<file path="src/seq_regs.vh">
/*
 Constants of the machine cycle sequencer: register offsets, reset values, field bits, timing, opcodes.
 Included by the sequencer; holds definitions only.
*/
`ifndef SEQ_REGS_VH
`define SEQ_REGS_VH
// Register byte addresses on the register bus
`define REG_SW_OFF       8'hd0
`define REG_ARITH_OFF    8'he0
`define REG_AUX_OFF      8'hf0
`define REG_CTRL_OFF     8'h00
`define REG_STAT_OFF     8'h04
`define REG_PC_OFF       8'h08
`define REG_IR_OFF       8'h0c
// Reset values
`define SW_RST           8'h00
`define ARITH_RST        8'h00
`define AUX_RST          8'h00
`define PC_RST           16'h0000
// Carry bit position in the status word
`define SW_CY_BIT        7
// Control register fields
`define CTRL_RUN_BIT     0
// Timing: oscillator periods per state and states per machine cycle
`define OSC_PER_STATE    2
`define STATES_PER_CYC   6
// Opcodes decoded by the sequencer
`define OP_XMOVE_RD      8'he0
`define OP_XMOVE_WR      8'hf0
`define OP_BR_ZERO       8'h60
`define OP_BR_NONZERO    8'h70
`define OP_DECBR_DIR     8'hd5
`define OP_DECBR_REG     5'h1b
`define OP_CMPBR_IMM     8'hb4
`define OP_SJMP          8'h80
`define OP_NOP           8'h00
`endif

</file>
<file path="src/cpu_machine_cycle_sequencer.v">
/*
 Machine cycle sequencer of a 12-clock core: states, phases, code fetches,
 two-cycle external data move and relative branches, with an APB register slave.
 Assumes program and data memory answer within one oscillator period on the
 internal bus, and an APB master synchronous to clock.
*/
// Our own choice: register access over APB.
// Function
// - Each machine cycle walks states one to six before the next begins.
// - Every state lasts two oscillator periods; a machine cycle is twelve.
// - Each state has a first phase and a second phase, one period each.
// - Two code fetches are issued in every machine cycle except the second cycle of an external data move.
// - An unneeded fetched byte is dropped and the program counter holds.
// - The opcode is latched into the instruction register in state one.
// - The second code fetch happens in state four.
// - A one-cycle instruction completes at the end of state six.
// - External data moves take exactly two machine cycles.
// - No code fetch in the second cycle of an external data move.
// - Decrement-and-branch decrements its byte and branches only if nonzero.
// - Reads of unoccupied register addresses return undefined data (zero here).
// - Writes to unoccupied register addresses change nothing.
// - Memory is reached over 16-bit address, 8-bit data, strobes and reset.
// - A taken branch adds a signed 8-bit offset to the program counter.
// - Zero-test branches look at the accumulator directly.
// - Compare-and-branch compares unsigned and sets carry when first is less.
`timescale 1ns/1ns
`include "seq_regs.vh"
module cpu_machine_cycle_sequencer (
    // Clock and reset
    input  wire        clock,
    input  wire        rstn,
    // APB slave
    input  wire        psel,
    input  wire        penable,
    input  wire        pwrite,
    input  wire [7:0]  paddr,
    input  wire [31:0] pwdata,
    output reg  [31:0] prdata,
    output reg         pready,
    output reg         pslverr,
    // Internal memory bus
    output reg  [15:0] mem_addr,
    output reg  [7:0]  mem_wdata,
    input  wire [7:0]  mem_rdata,
    output reg         mem_rd_n,
    output reg         mem_wr_n,
    output reg         program_fetch_strobe_n,
    output reg         addr_latch,
    output reg         mem_reset_n,
    // Sequencer status
    output reg  [2:0]  state_num,
    output reg         phase2
);

    // Operating modes of a machine cycle, one-hot
    localparam ST_FETCH  = 3'b001;
    localparam ST_XMOVE2 = 3'b010;
    localparam ST_BYTE2  = 3'b100;

    // Machine cycle states, one-hot, first state in bit 0
    localparam ST_ONE    = 6'h01;

    // Reset release
    reg         rst_s1_r;
    reg         rst_s2_r;
    wire        rst_n;

    // Timing
    reg  [5:0]  st_r;
    reg         ph_r;
    reg  [2:0]  mode_r;
    reg  [31:0] mcyc_r;

    // Execution state
    reg  [15:0] pc_r;
    reg  [15:0] dptr_r;
    reg  [7:0]  ir_r;
    reg  [7:0]  opnd_r;
    reg  [7:0]  cnt_r;
    reg  [7:0]  sw_r;
    reg  [7:0]  arith_r;
    reg  [7:0]  aux_r;
    reg         run_r;

    // Decode
    wire        is_xmove;
    wire        is_decbr;
    wire        is_two;
    wire [15:0] rel;
    reg         take;

    // Slot strobes
    wire        ph1_tick;
    wire        ph2_tick;
    wire        cyc_end;
    wire        xmove_cyc;
    wire        fetch_slot;
    wire        op_slot;
    wire        byte_slot;
    wire        branch_slot;
    wire        xmove_latch;
    wire        xmove_strobe;
    wire        xmove_load;

    // Register bus decode
    wire        wr_acc;
    wire        rd_acc;

    assign rst_n = rst_s2_r;

    // Instruction classes
    assign is_xmove = (ir_r == `OP_XMOVE_RD) ||
                      (ir_r == `OP_XMOVE_WR);
    assign is_decbr = (ir_r == `OP_DECBR_DIR) ||
                      (ir_r[7:3] == `OP_DECBR_REG);
    assign is_two   = (ir_r == `OP_BR_ZERO) ||
                      (ir_r == `OP_BR_NONZERO) ||
                      (ir_r == `OP_SJMP) ||
                      (ir_r == `OP_CMPBR_IMM) ||
                      is_decbr;
    assign rel      = {{8{opnd_r[7]}}, opnd_r};

    // Slots within the machine cycle
    assign ph1_tick     = run_r && !ph_r;
    assign ph2_tick     = run_r && ph_r;
    assign cyc_end      = ph2_tick && st_r[5];
    assign xmove_cyc    = (mode_r == ST_XMOVE2);
    assign fetch_slot   = ph1_tick && (st_r[0] || st_r[3]) && !xmove_cyc;
    assign op_slot      = ph2_tick && st_r[0] && (mode_r == ST_FETCH);
    assign byte_slot    = ph2_tick && st_r[3] && (mode_r == ST_FETCH) && is_two;
    assign branch_slot  = ph2_tick && st_r[4] && (mode_r == ST_BYTE2);
    assign xmove_latch  = ph1_tick && st_r[1] && xmove_cyc;
    assign xmove_strobe = run_r && (st_r[2] || st_r[3]) && xmove_cyc;
    assign xmove_load   = ph2_tick && st_r[3] && xmove_cyc &&
                          (ir_r == `OP_XMOVE_RD);

    // Register bus strobes
    assign wr_acc = psel && penable && pwrite;
    assign rd_acc = psel && !penable && !pwrite;

    // Branch decision on the offset byte
    always @* begin
        take = 1'b0;
        case (ir_r)
            `OP_BR_ZERO: begin
                take = (arith_r == 8'h00);
            end
            `OP_BR_NONZERO: begin
                take = (arith_r != 8'h00);
            end
            `OP_SJMP: begin
                take = 1'b1;
            end
            `OP_CMPBR_IMM: begin
                take = (arith_r != aux_r);
            end
            default: begin
                // Counter was already decremented in the first cycle
                take = is_decbr && (cnt_r != 8'h00);
            end
        endcase
    end

    // Reset release through two flip-flops
    always @(posedge clock or negedge rstn) begin
        if (!rstn) begin
            rst_s1_r <= 1'b0;
            rst_s2_r <= 1'b0;
        end else begin
            rst_s1_r <= 1'b1;
            rst_s2_r <= rst_s1_r;
        end
    end

    // Register bus answer: ready one cycle after setup, read data taken at setup
    always @(posedge clock or negedge rst_n) begin
        if (!rst_n) begin
            prdata  <= 32'h0;
            pready  <= 1'b0;
            pslverr <= 1'b0;
        end else begin
            pready  <= psel && !penable;
            pslverr <= 1'b0;
            if (rd_acc) begin
                case (paddr)
                    `REG_SW_OFF:    prdata <= {24'h0, sw_r};
                    `REG_ARITH_OFF: prdata <= {24'h0, arith_r};
                    `REG_AUX_OFF:   prdata <= {24'h0, aux_r};
                    `REG_CTRL_OFF:  prdata <= {31'h0, run_r};
                    `REG_STAT_OFF:  prdata <= mcyc_r;
                    `REG_PC_OFF:    prdata <= {16'h0, pc_r};
                    `REG_IR_OFF:    prdata <= {24'h0, ir_r};
                    default:        prdata <= 32'h0;
                endcase
            end
        end
    end

    // Phase and state sequencing
    always @(posedge clock or negedge rst_n) begin
        if (!rst_n) begin
            st_r      <= ST_ONE;
            ph_r      <= 1'b0;
            phase2    <= 1'b0;
            state_num <= 3'h1;
        end else if (run_r) begin
            ph_r   <= ~ph_r;
            phase2 <= ~ph_r;
            if (ph_r) begin
                st_r <= {st_r[4:0], st_r[5]};
                // State number follows the one-hot state
                if (st_r[5]) begin
                    state_num <= 3'h1;
                end else begin
                    state_num <= state_num + 3'h1;
                end
            end
        end
    end

    // Machine cycle mode and count
    always @(posedge clock or negedge rst_n) begin
        if (!rst_n) begin
            mode_r <= ST_FETCH;
            mcyc_r <= 32'h0;
        end else if (cyc_end) begin
            mcyc_r <= mcyc_r + 32'h1;
            case (mode_r)
                ST_XMOVE2: begin
                    mode_r <= ST_FETCH;
                end
                ST_BYTE2: begin
                    mode_r <= ST_FETCH;
                end
                ST_FETCH: begin
                    if (is_xmove) begin
                        mode_r <= ST_XMOVE2;
                    end else if (is_two) begin
                        mode_r <= ST_BYTE2;
                    end else begin
                        mode_r <= ST_FETCH;
                    end
                end
                default: begin
                    mode_r <= ST_FETCH;
                end
            endcase
        end
    end

    // Registers, instruction register and program counter
    always @(posedge clock or negedge rst_n) begin
        if (!rst_n) begin
            pc_r    <= `PC_RST;
            dptr_r  <= 16'h0000;
            ir_r    <= `OP_NOP;
            opnd_r  <= 8'h00;
            cnt_r   <= 8'h00;
            sw_r    <= `SW_RST;
            arith_r <= `ARITH_RST;
            aux_r   <= `AUX_RST;
            run_r   <= 1'b0;
        end else begin
            // Writes land at the access edge
            if (wr_acc && pready) begin
                case (paddr)
                    `REG_SW_OFF:    sw_r    <= pwdata[7:0];
                    `REG_ARITH_OFF: arith_r <= pwdata[7:0];
                    `REG_AUX_OFF:   aux_r   <= pwdata[7:0];
                    `REG_CTRL_OFF:  run_r   <= pwdata[`CTRL_RUN_BIT];
                    `REG_PC_OFF:    dptr_r  <= pwdata[15:0];
                    default:        ;
                endcase
            end
            // Opcode in state one
            if (op_slot) begin
                ir_r <= mem_rdata;
                pc_r <= pc_r + 16'h1;
            end
            // Second byte in state four
            if (byte_slot) begin
                opnd_r <= mem_rdata;
                pc_r   <= pc_r + 16'h1;
                if (is_decbr) begin
                    cnt_r <= cnt_r - 8'h01;
                end
                if (ir_r == `OP_CMPBR_IMM) begin
                    sw_r[`SW_CY_BIT] <= (arith_r < aux_r);
                end
            end
            // A byte that no instruction needs is dropped, program counter holds
            // Branch resolves in state five of the second cycle
            if (branch_slot) begin
                if (take) begin
                    pc_r <= pc_r + rel;
                end
                // A false condition leaves the program counter after the branch
            end
            // Data move read lands in the accumulator
            if (xmove_load) begin
                arith_r <= mem_rdata;
            end
        end
    end

    // Memory bus strobes and address
    always @(posedge clock or negedge rst_n) begin
        if (!rst_n) begin
            mem_addr               <= 16'h0000;
            mem_wdata              <= 8'h00;
            mem_rd_n               <= 1'b1;
            mem_wr_n               <= 1'b1;
            program_fetch_strobe_n <= 1'b1;
            addr_latch             <= 1'b0;
            mem_reset_n            <= 1'b0;
        end else begin
            mem_reset_n            <= 1'b1;
            program_fetch_strobe_n <= 1'b1;
            mem_rd_n               <= 1'b1;
            mem_wr_n               <= 1'b1;
            addr_latch             <= 1'b0;
            // Code fetch in states one and four, none in data move cycle two
            if (fetch_slot) begin
                mem_addr               <= pc_r;
                addr_latch             <= 1'b1;
                program_fetch_strobe_n <= 1'b0;
            end
            // Data address latched in state two of cycle two
            if (xmove_latch) begin
                mem_addr   <= dptr_r;
                addr_latch <= 1'b1;
            end
            // Data strobe over states three and four
            if (xmove_strobe) begin
                mem_addr  <= dptr_r;
                mem_wdata <= arith_r;
                mem_rd_n  <= (ir_r != `OP_XMOVE_RD);
                mem_wr_n  <= (ir_r != `OP_XMOVE_WR);
            end
        end
    end

endmodule // cpu_machine_cycle_sequencer

</file>
<file path="config.mk">
export PLATFORM = sky130hd
export DESIGN_NAME = cpu_machine_cycle_sequencer
export DESIGN_NICKNAME = d
export VERILOG_FILES = /design/src/cpu_machine_cycle_sequencer.v
export VERILOG_INCLUDE_DIRS = /design/src
export SDC_FILE = /design/constraint.sdc
export NUM_CORES = 1
export LEC_CHECK = 0
export BUFFER_PORTS_ARGS = -buffer_cell sky130_fd_sc_hd__buf_2
export CAP_MARGIN = 20
export CELL_PAD_IN_SITES_DETAIL_PLACEMENT = 1
export CELL_PAD_IN_SITES_GLOBAL_PLACEMENT = 1
export CORE_MARGIN = 2
export CORE_UTILIZATION = 40
export CTS_BUF_LIST = sky130_fd_sc_hd__clkbuf_16
export DETAILED_ROUTE_END_ITERATION = 6
export GPL_TIMING_DRIVEN = 0
export PLACE_DENSITY = 0.73
export SLEW_MARGIN = 20
export SYNTH_ARGS = -nofsm -noshare
export SYNTH_HDL_FRONTEND = slang
export SYNTH_SLANG_ARGS = --single-unit
export TNS_END_PERCENT = 100
</file>
<file path="constraint.sdc">
create_clock -name clock -period 12.45 [get_ports clock]
set_input_delay 1.245 -clock clock [delete_from_list [all_inputs] [get_ports clock]]
set_output_delay 1.245 -clock clock [all_outputs]
set_load 0.03 [all_outputs]
</file>
# [After elaboration in Yosys (flattened, before gate mapping)]
# Index checks and enable logic that the tools add are counted.
[op_classes] addsub=5 order_cmp=1 eq_ne=20 muxes=25 n_bitwise=1 n_reduce_logical=50
[ops] operator="32-bit case mux with 7 select lines" n=1
[ops] operator="16-bit 2-to-1 mux" n=7
[ops] operator="8-bit == test, second input constant" n=8
[ops] operator="8-bit 2-to-1 mux" n=5
[ops] operator="32-bit by 1-bit adder with 32-bit output, second input constant" n=1
[ops] operator="1-bit logical AND" n=24
[ops] operator="16-bit by 1-bit adder with 16-bit output, second input constant" n=1
[ops] operator="16-bit adder" n=1
[ops] operator="8-bit by 4-bit == test with 1-bit output, second input constant" n=2
[ops] operator="8-bit by 7-bit == test with 1-bit output, second input constant" n=2
[ops] operator="8-bit logical NOT" n=2
[ops] operator="8-bit != test, second input constant" n=2
[ops] operator="8-bit nonzero test" n=2
[ops] operator="2-bit AND reduction" n=7
[ops] operator="3-bit 2-to-1 mux" n=4
[ops] operator="8-bit by 3-bit == test with 1-bit output, second input constant" n=1
[ops] operator="1-bit logical OR" n=8
[ops] operator="8-bit < comparator" n=1
[ops] operator="8-bit != test" n=1
[ops] operator="8-bit by 1-bit subtractor with 8-bit output, second input constant" n=1
[ops] operator="1-bit 2-to-1 mux" n=7
[ops] operator="5-bit == test, second input constant" n=1
[ops] operator="1-bit logical NOT" n=4
[ops] operator="1-bit case mux with 4 select lines" n=1
[ops] operator="7 further kinds" n=8
[word_totals] ff_bits=190 in_bits=53 out_inout_bits=67 elab_cells=128

# [Longest topological paths before layout]
[depth] word_depth=9 ltp_mapped=9 mapped_depth_nobuf=8

# [Worst setup path before layout]
# Ideal clock, no wire load.
[synth_path] path_type="input -> register" startpoint="in paddr[7]" endpoint="reg dptr_r[10]" arrival_time_ns=2.766 path_slack_ns=9.559 path_stages=6 path_buffers=1 cell_sequence="nor4_2 nor3b_2 nand2_2 nor3_4 buf_6 mux2_2"
[synth_between] elab_chain_cells=2
[synth_lines] item="start: declaration" line_no="cpu_machine_cycle_sequencer.v:36" rtl="input wire [7:0] paddr,"
[synth_lines] item="8-bit by 4-bit == test with 1-bit output" line_no="cpu_machine_cycle_sequencer.v:266" rtl="case (paddr)"
[synth_lines] item="2-bit AND reduction (no source line)"
[synth_lines] item="end signal: assignment" line_no="cpu_machine_cycle_sequencer.v:271" rtl="`REG_PC_OFF: dptr_r <= pwdata[15:0];"
[synth_lines] item="end: declaration" line_no="cpu_machine_cycle_sequencer.v:76" rtl="reg [15:0] dptr_r;"
# No other way between the ends.
# A chain may end at the register's enable or synchronous reset.

# [Worst setup path after layout]
[layout_path] startpoint="in paddr[7]" endpoint="reg dptr_r[7]"
# The elaborated chain is that of the path after synthesis.

==> impl_metrics.env <==
export IMPL_regArea_mm2=0.00477
export IMPL_crit_fanout=10
export IMPL_routed_wl_um=26100
export IMPL_grtUsageMet1=0.281
export IMPL_postRouteAntennaNets=0
export IMPL_p_sw_frac=0.238
export IMPL_hold_class="flop to asynchronous set/reset pin"
export IMPL_cp_data_required_time_ns=12.77
export IMPL_dp_hpwl_um=19700
export IMPL_seq_power_share=0.508
export IMPL_syn_area_per_cell_um2=10.6
export IMPL_place_ws_ns=9.09
export IMPL_power_switching_uw=291
export IMPL_slew_violations=0
export IMPL_worstSetupPathType="primary input to flop"
export IMPL_synth_edff_count=0
export IMPL_wl_per_cell_um=19.2
export IMPL_diodes=0
export IMPL_vias=7288
export IMPL_hold_viol_final=0
export IMPL_tns_ns=0
export IMPL_yosysSeqAreaShare=0.499
export IMPL_drive_gt1_frac=0.238
export IMPL_clock_path_buffers=2
export IMPL_critPathLaunchType="primary input"
export IMPL_cts_hold_buffers=0
export IMPL_cts_root_buf="clkbuf_16"
export IMPL_mostFrequentLayoutCell="dfrtp_1"
export IMPL_antenna_found_initial=0
export IMPL_grt_pass1_wl_um=42100
export IMPL_initial_core_util=0.407
export IMPL_rsz0062_at_grt="no"
export IMPL_regToRegStartpoint="pc_r[0]$_DFF_PN0_"
export IMPL_drc=0
export IMPL_end_kind="flop"
export IMPL_fin_ws_ns=9.53
export IMPL_viasPerCell=5.35
export IMPL_grt_pass1_vias=7783
export IMPL_r2r_slack_ns=9.63
export IMPL_power_leakage_nw=5.44
export IMPL_mostFrequentLayoutCells="183 x dfrtp_1, 169 x nand2_1, 112 x buf_2, 65 x o21ai_0, 62 x mux2_2"
export IMPL_crit_slowest_cell="nor3_4"
export IMPL_tightest_slew_ns=0.931
export IMPL_coreArea_mm2=0.0235
export IMPL_utilization=0.475
export IMPL_nNetsFinal=1111
export IMPL_syn_area_mm2=0.00955
export IMPL_synthArstFlopShare=1.00
export IMPL_cts_sinks=190
export IMPL_ir_drop_uv=65.8
export IMPL_drt_first_pass_iters=4
export IMPL_drv_cap=0
export IMPL_globalRouteMet2Util=0.382
export IMPL_clk_pin_slew_ns=0.08
export IMPL_grt_ovfl_total=0
export IMPL_ys_ff_latch=190
export IMPL_grt_busiest_layer="met2"
export IMPL_setup_viol=0
export IMPL_gp_congestion=0.832
export IMPL_clk_latency_ns=0.44
export IMPL_clkPwrFrac=0.462
export IMPL_synthCells=905
export IMPL_fill_cells=2661
export IMPL_power_density_mw_per_mm2=110
export IMPL_die_w_um=159
export IMPL_comb_power_share=0.030
export IMPL_synth_cell_types=73
export IMPL_min_period_over_period=0.235
export IMPL_power_mw=1.22
export IMPL_io_buffer_count=102
export IMPL_grt_max_degree=56
export IMPL_crit_start="paddr[7]"
export IMPL_cts_buffers=17
export IMPL_synth_flop_cell="dfrtp_1"
export IMPL_area_growth_pct=16.8
export IMPL_post_cts_buffers=0
export IMPL_max_freq_mhz=342
export IMPL_worstPathArrival_ns=3.24
export IMPL_finClkSkew_ns=0.0107
export IMPL_holdWs_ns=0.281
export IMPL_ioPinCount=120
export IMPL_crit_path_cell_trace="buf_2 > nor4_2 > nor3b_2 > nand2_2 > nor3_4 > buf_6 > mux2_2"
export IMPL_std_cell_rows=56
export IMPL_die_area_mm2=0.0251
export IMPL_status="completed"
export IMPL_multiInputGateArea_mm2=0.00453
export IMPL_dr_first_iter_drc_count=327
export IMPL_grt_usage=0.219
export IMPL_max_stage_delay_ns=0.39
export IMPL_cts_max_level=4
export IMPL_period_minus_slack_ns=2.92
export IMPL_internal_power_uw=933
export IMPL_cts_tree="built"
export IMPL_grt_util_met3=0.0351
export IMPL_yosysWarnings=0
export IMPL_slew_headroom=0.375
export IMPL_dieHeight_um=159
export IMPL_cts_resized_gates=0
layout make-up:
| type | instances | share of cell area |
|---|---|---|
| repair buffers | 105 | 0.0532 |
| flip-flops and latches | 190 | 0.427 |
| plain buffers | 37 | 0.0177 |
| clock buffers | 17 | 0.0381 |
| clock inverters | 15 | 0.0160 |
| multi-input cells | 663 | 0.406 |
| well taps | 319 | 0.0358 |
| inverters | 16 | 0.00539 |
sequential cells by signal, summed over array words and instances, names as in the netlist, 3 cells and up:
register	flops
arith_r	8
aux_r	8
cnt_r	8
dptr_r	16
ir_r	8
mcyc_r	32
mem_addr	16
mem_wdata	8
mode_r	3
opnd_r	8
pc_r	16
prdata	32
st_r	6
state_num	3
sw_r	8
kinds of logic after synthesis:
family | after synthesis | synth area share
AO/OA/AOI/OAI | 177 | 0.123
XOR/XNOR | 63 | 0.0578
adder cells (fa/ha/maj) | 28 | 0.0375
buffers and inverters | 53 | 0.0270
flip-flops | 190 | 0.499
multiplexers | 84 | 0.0962
other | 2 | 0.000787
AND/OR/NAND/NOR | 308 | 0.159
per-layer routing:
| layer | vias to the layer above | share of wire |
|---|---|---|
| met4 | 0 | 0.015 |
| met1 | 3677 | 0.45 |
| met2 | 125 | 0.51 |
| met5 | - | 0 |
| li1 | 3460 | - |
| met3 | 26 | 0.028 |
power groups by stage:
stage	logic [mW]	registers (mW)	clock network, mW
3_5_place_dp	0.0377	0.634	0
2_1_floorplan	0.00778	0.642	0
5_1_grt	0.0405	0.622	0.600
4_1_cts	0.0378	0.622	0.579
3_3_place_gp	0.0239	0.644	0
6_report	0.0367	0.622	0.565
stage by stage:
| stage | cells | instance area (um^2) |
|---|---|---|
| after floorplan | 906 | 9550 |
| after global placement | 1327 | 10500 |
| after detailed placement | 1330 | 10500 |
| after CTS | 1362 | 11200 |
| after global routing | 1362 | 11200 |
| final | 1362 | 11200 |
final timing paths:
kind	end	cells past startpoint
max	dptr_r[7]$_DFFE_PN0P_	7
min	opnd_r[5]$_DFFE_PN0P_	0
max reg2reg	pc_r[14]$_DFF_PN0_	8
min reg2reg	opnd_r[5]$_DFFE_PN0P_	0
max in group asynchronous	program_fetch_strobe_n$_DFF_PN1_	2
min in group clock	rst_n$_DFF_PN0_	0
worst max-delay path: cells and delay by family:
kind                   cells  cell delay [ns]
buffers and inverters      2             0.33
AND/OR/NAND/NOR            4             1.31
multiplexers               1             0.35
synth_stat cells, drive strengths merged, types with 7 or more instances:
master,count,share of area
dfrtp,184,0.48
nand2,170,0.067
o21ai,75,0.039
mux2,62,0.073
xnor2,36,0.033
nor2,33,0.013
ha,27,0.035
xor2,27,0.025
a22oi,24,0.019
mux2i,22,0.023
a21oi,21,0.011
buf,20,0.014
and3,17,0.011
clkbuf,17,0.0068
nand3,17,0.0089
inv,16,0.0063
nand4,12,0.0079
o211ai,11,0.010
a221oi,8,0.0073
nor4,8,0.0081
nor3,7,0.0066
Power figures use the tool's default switching activity.
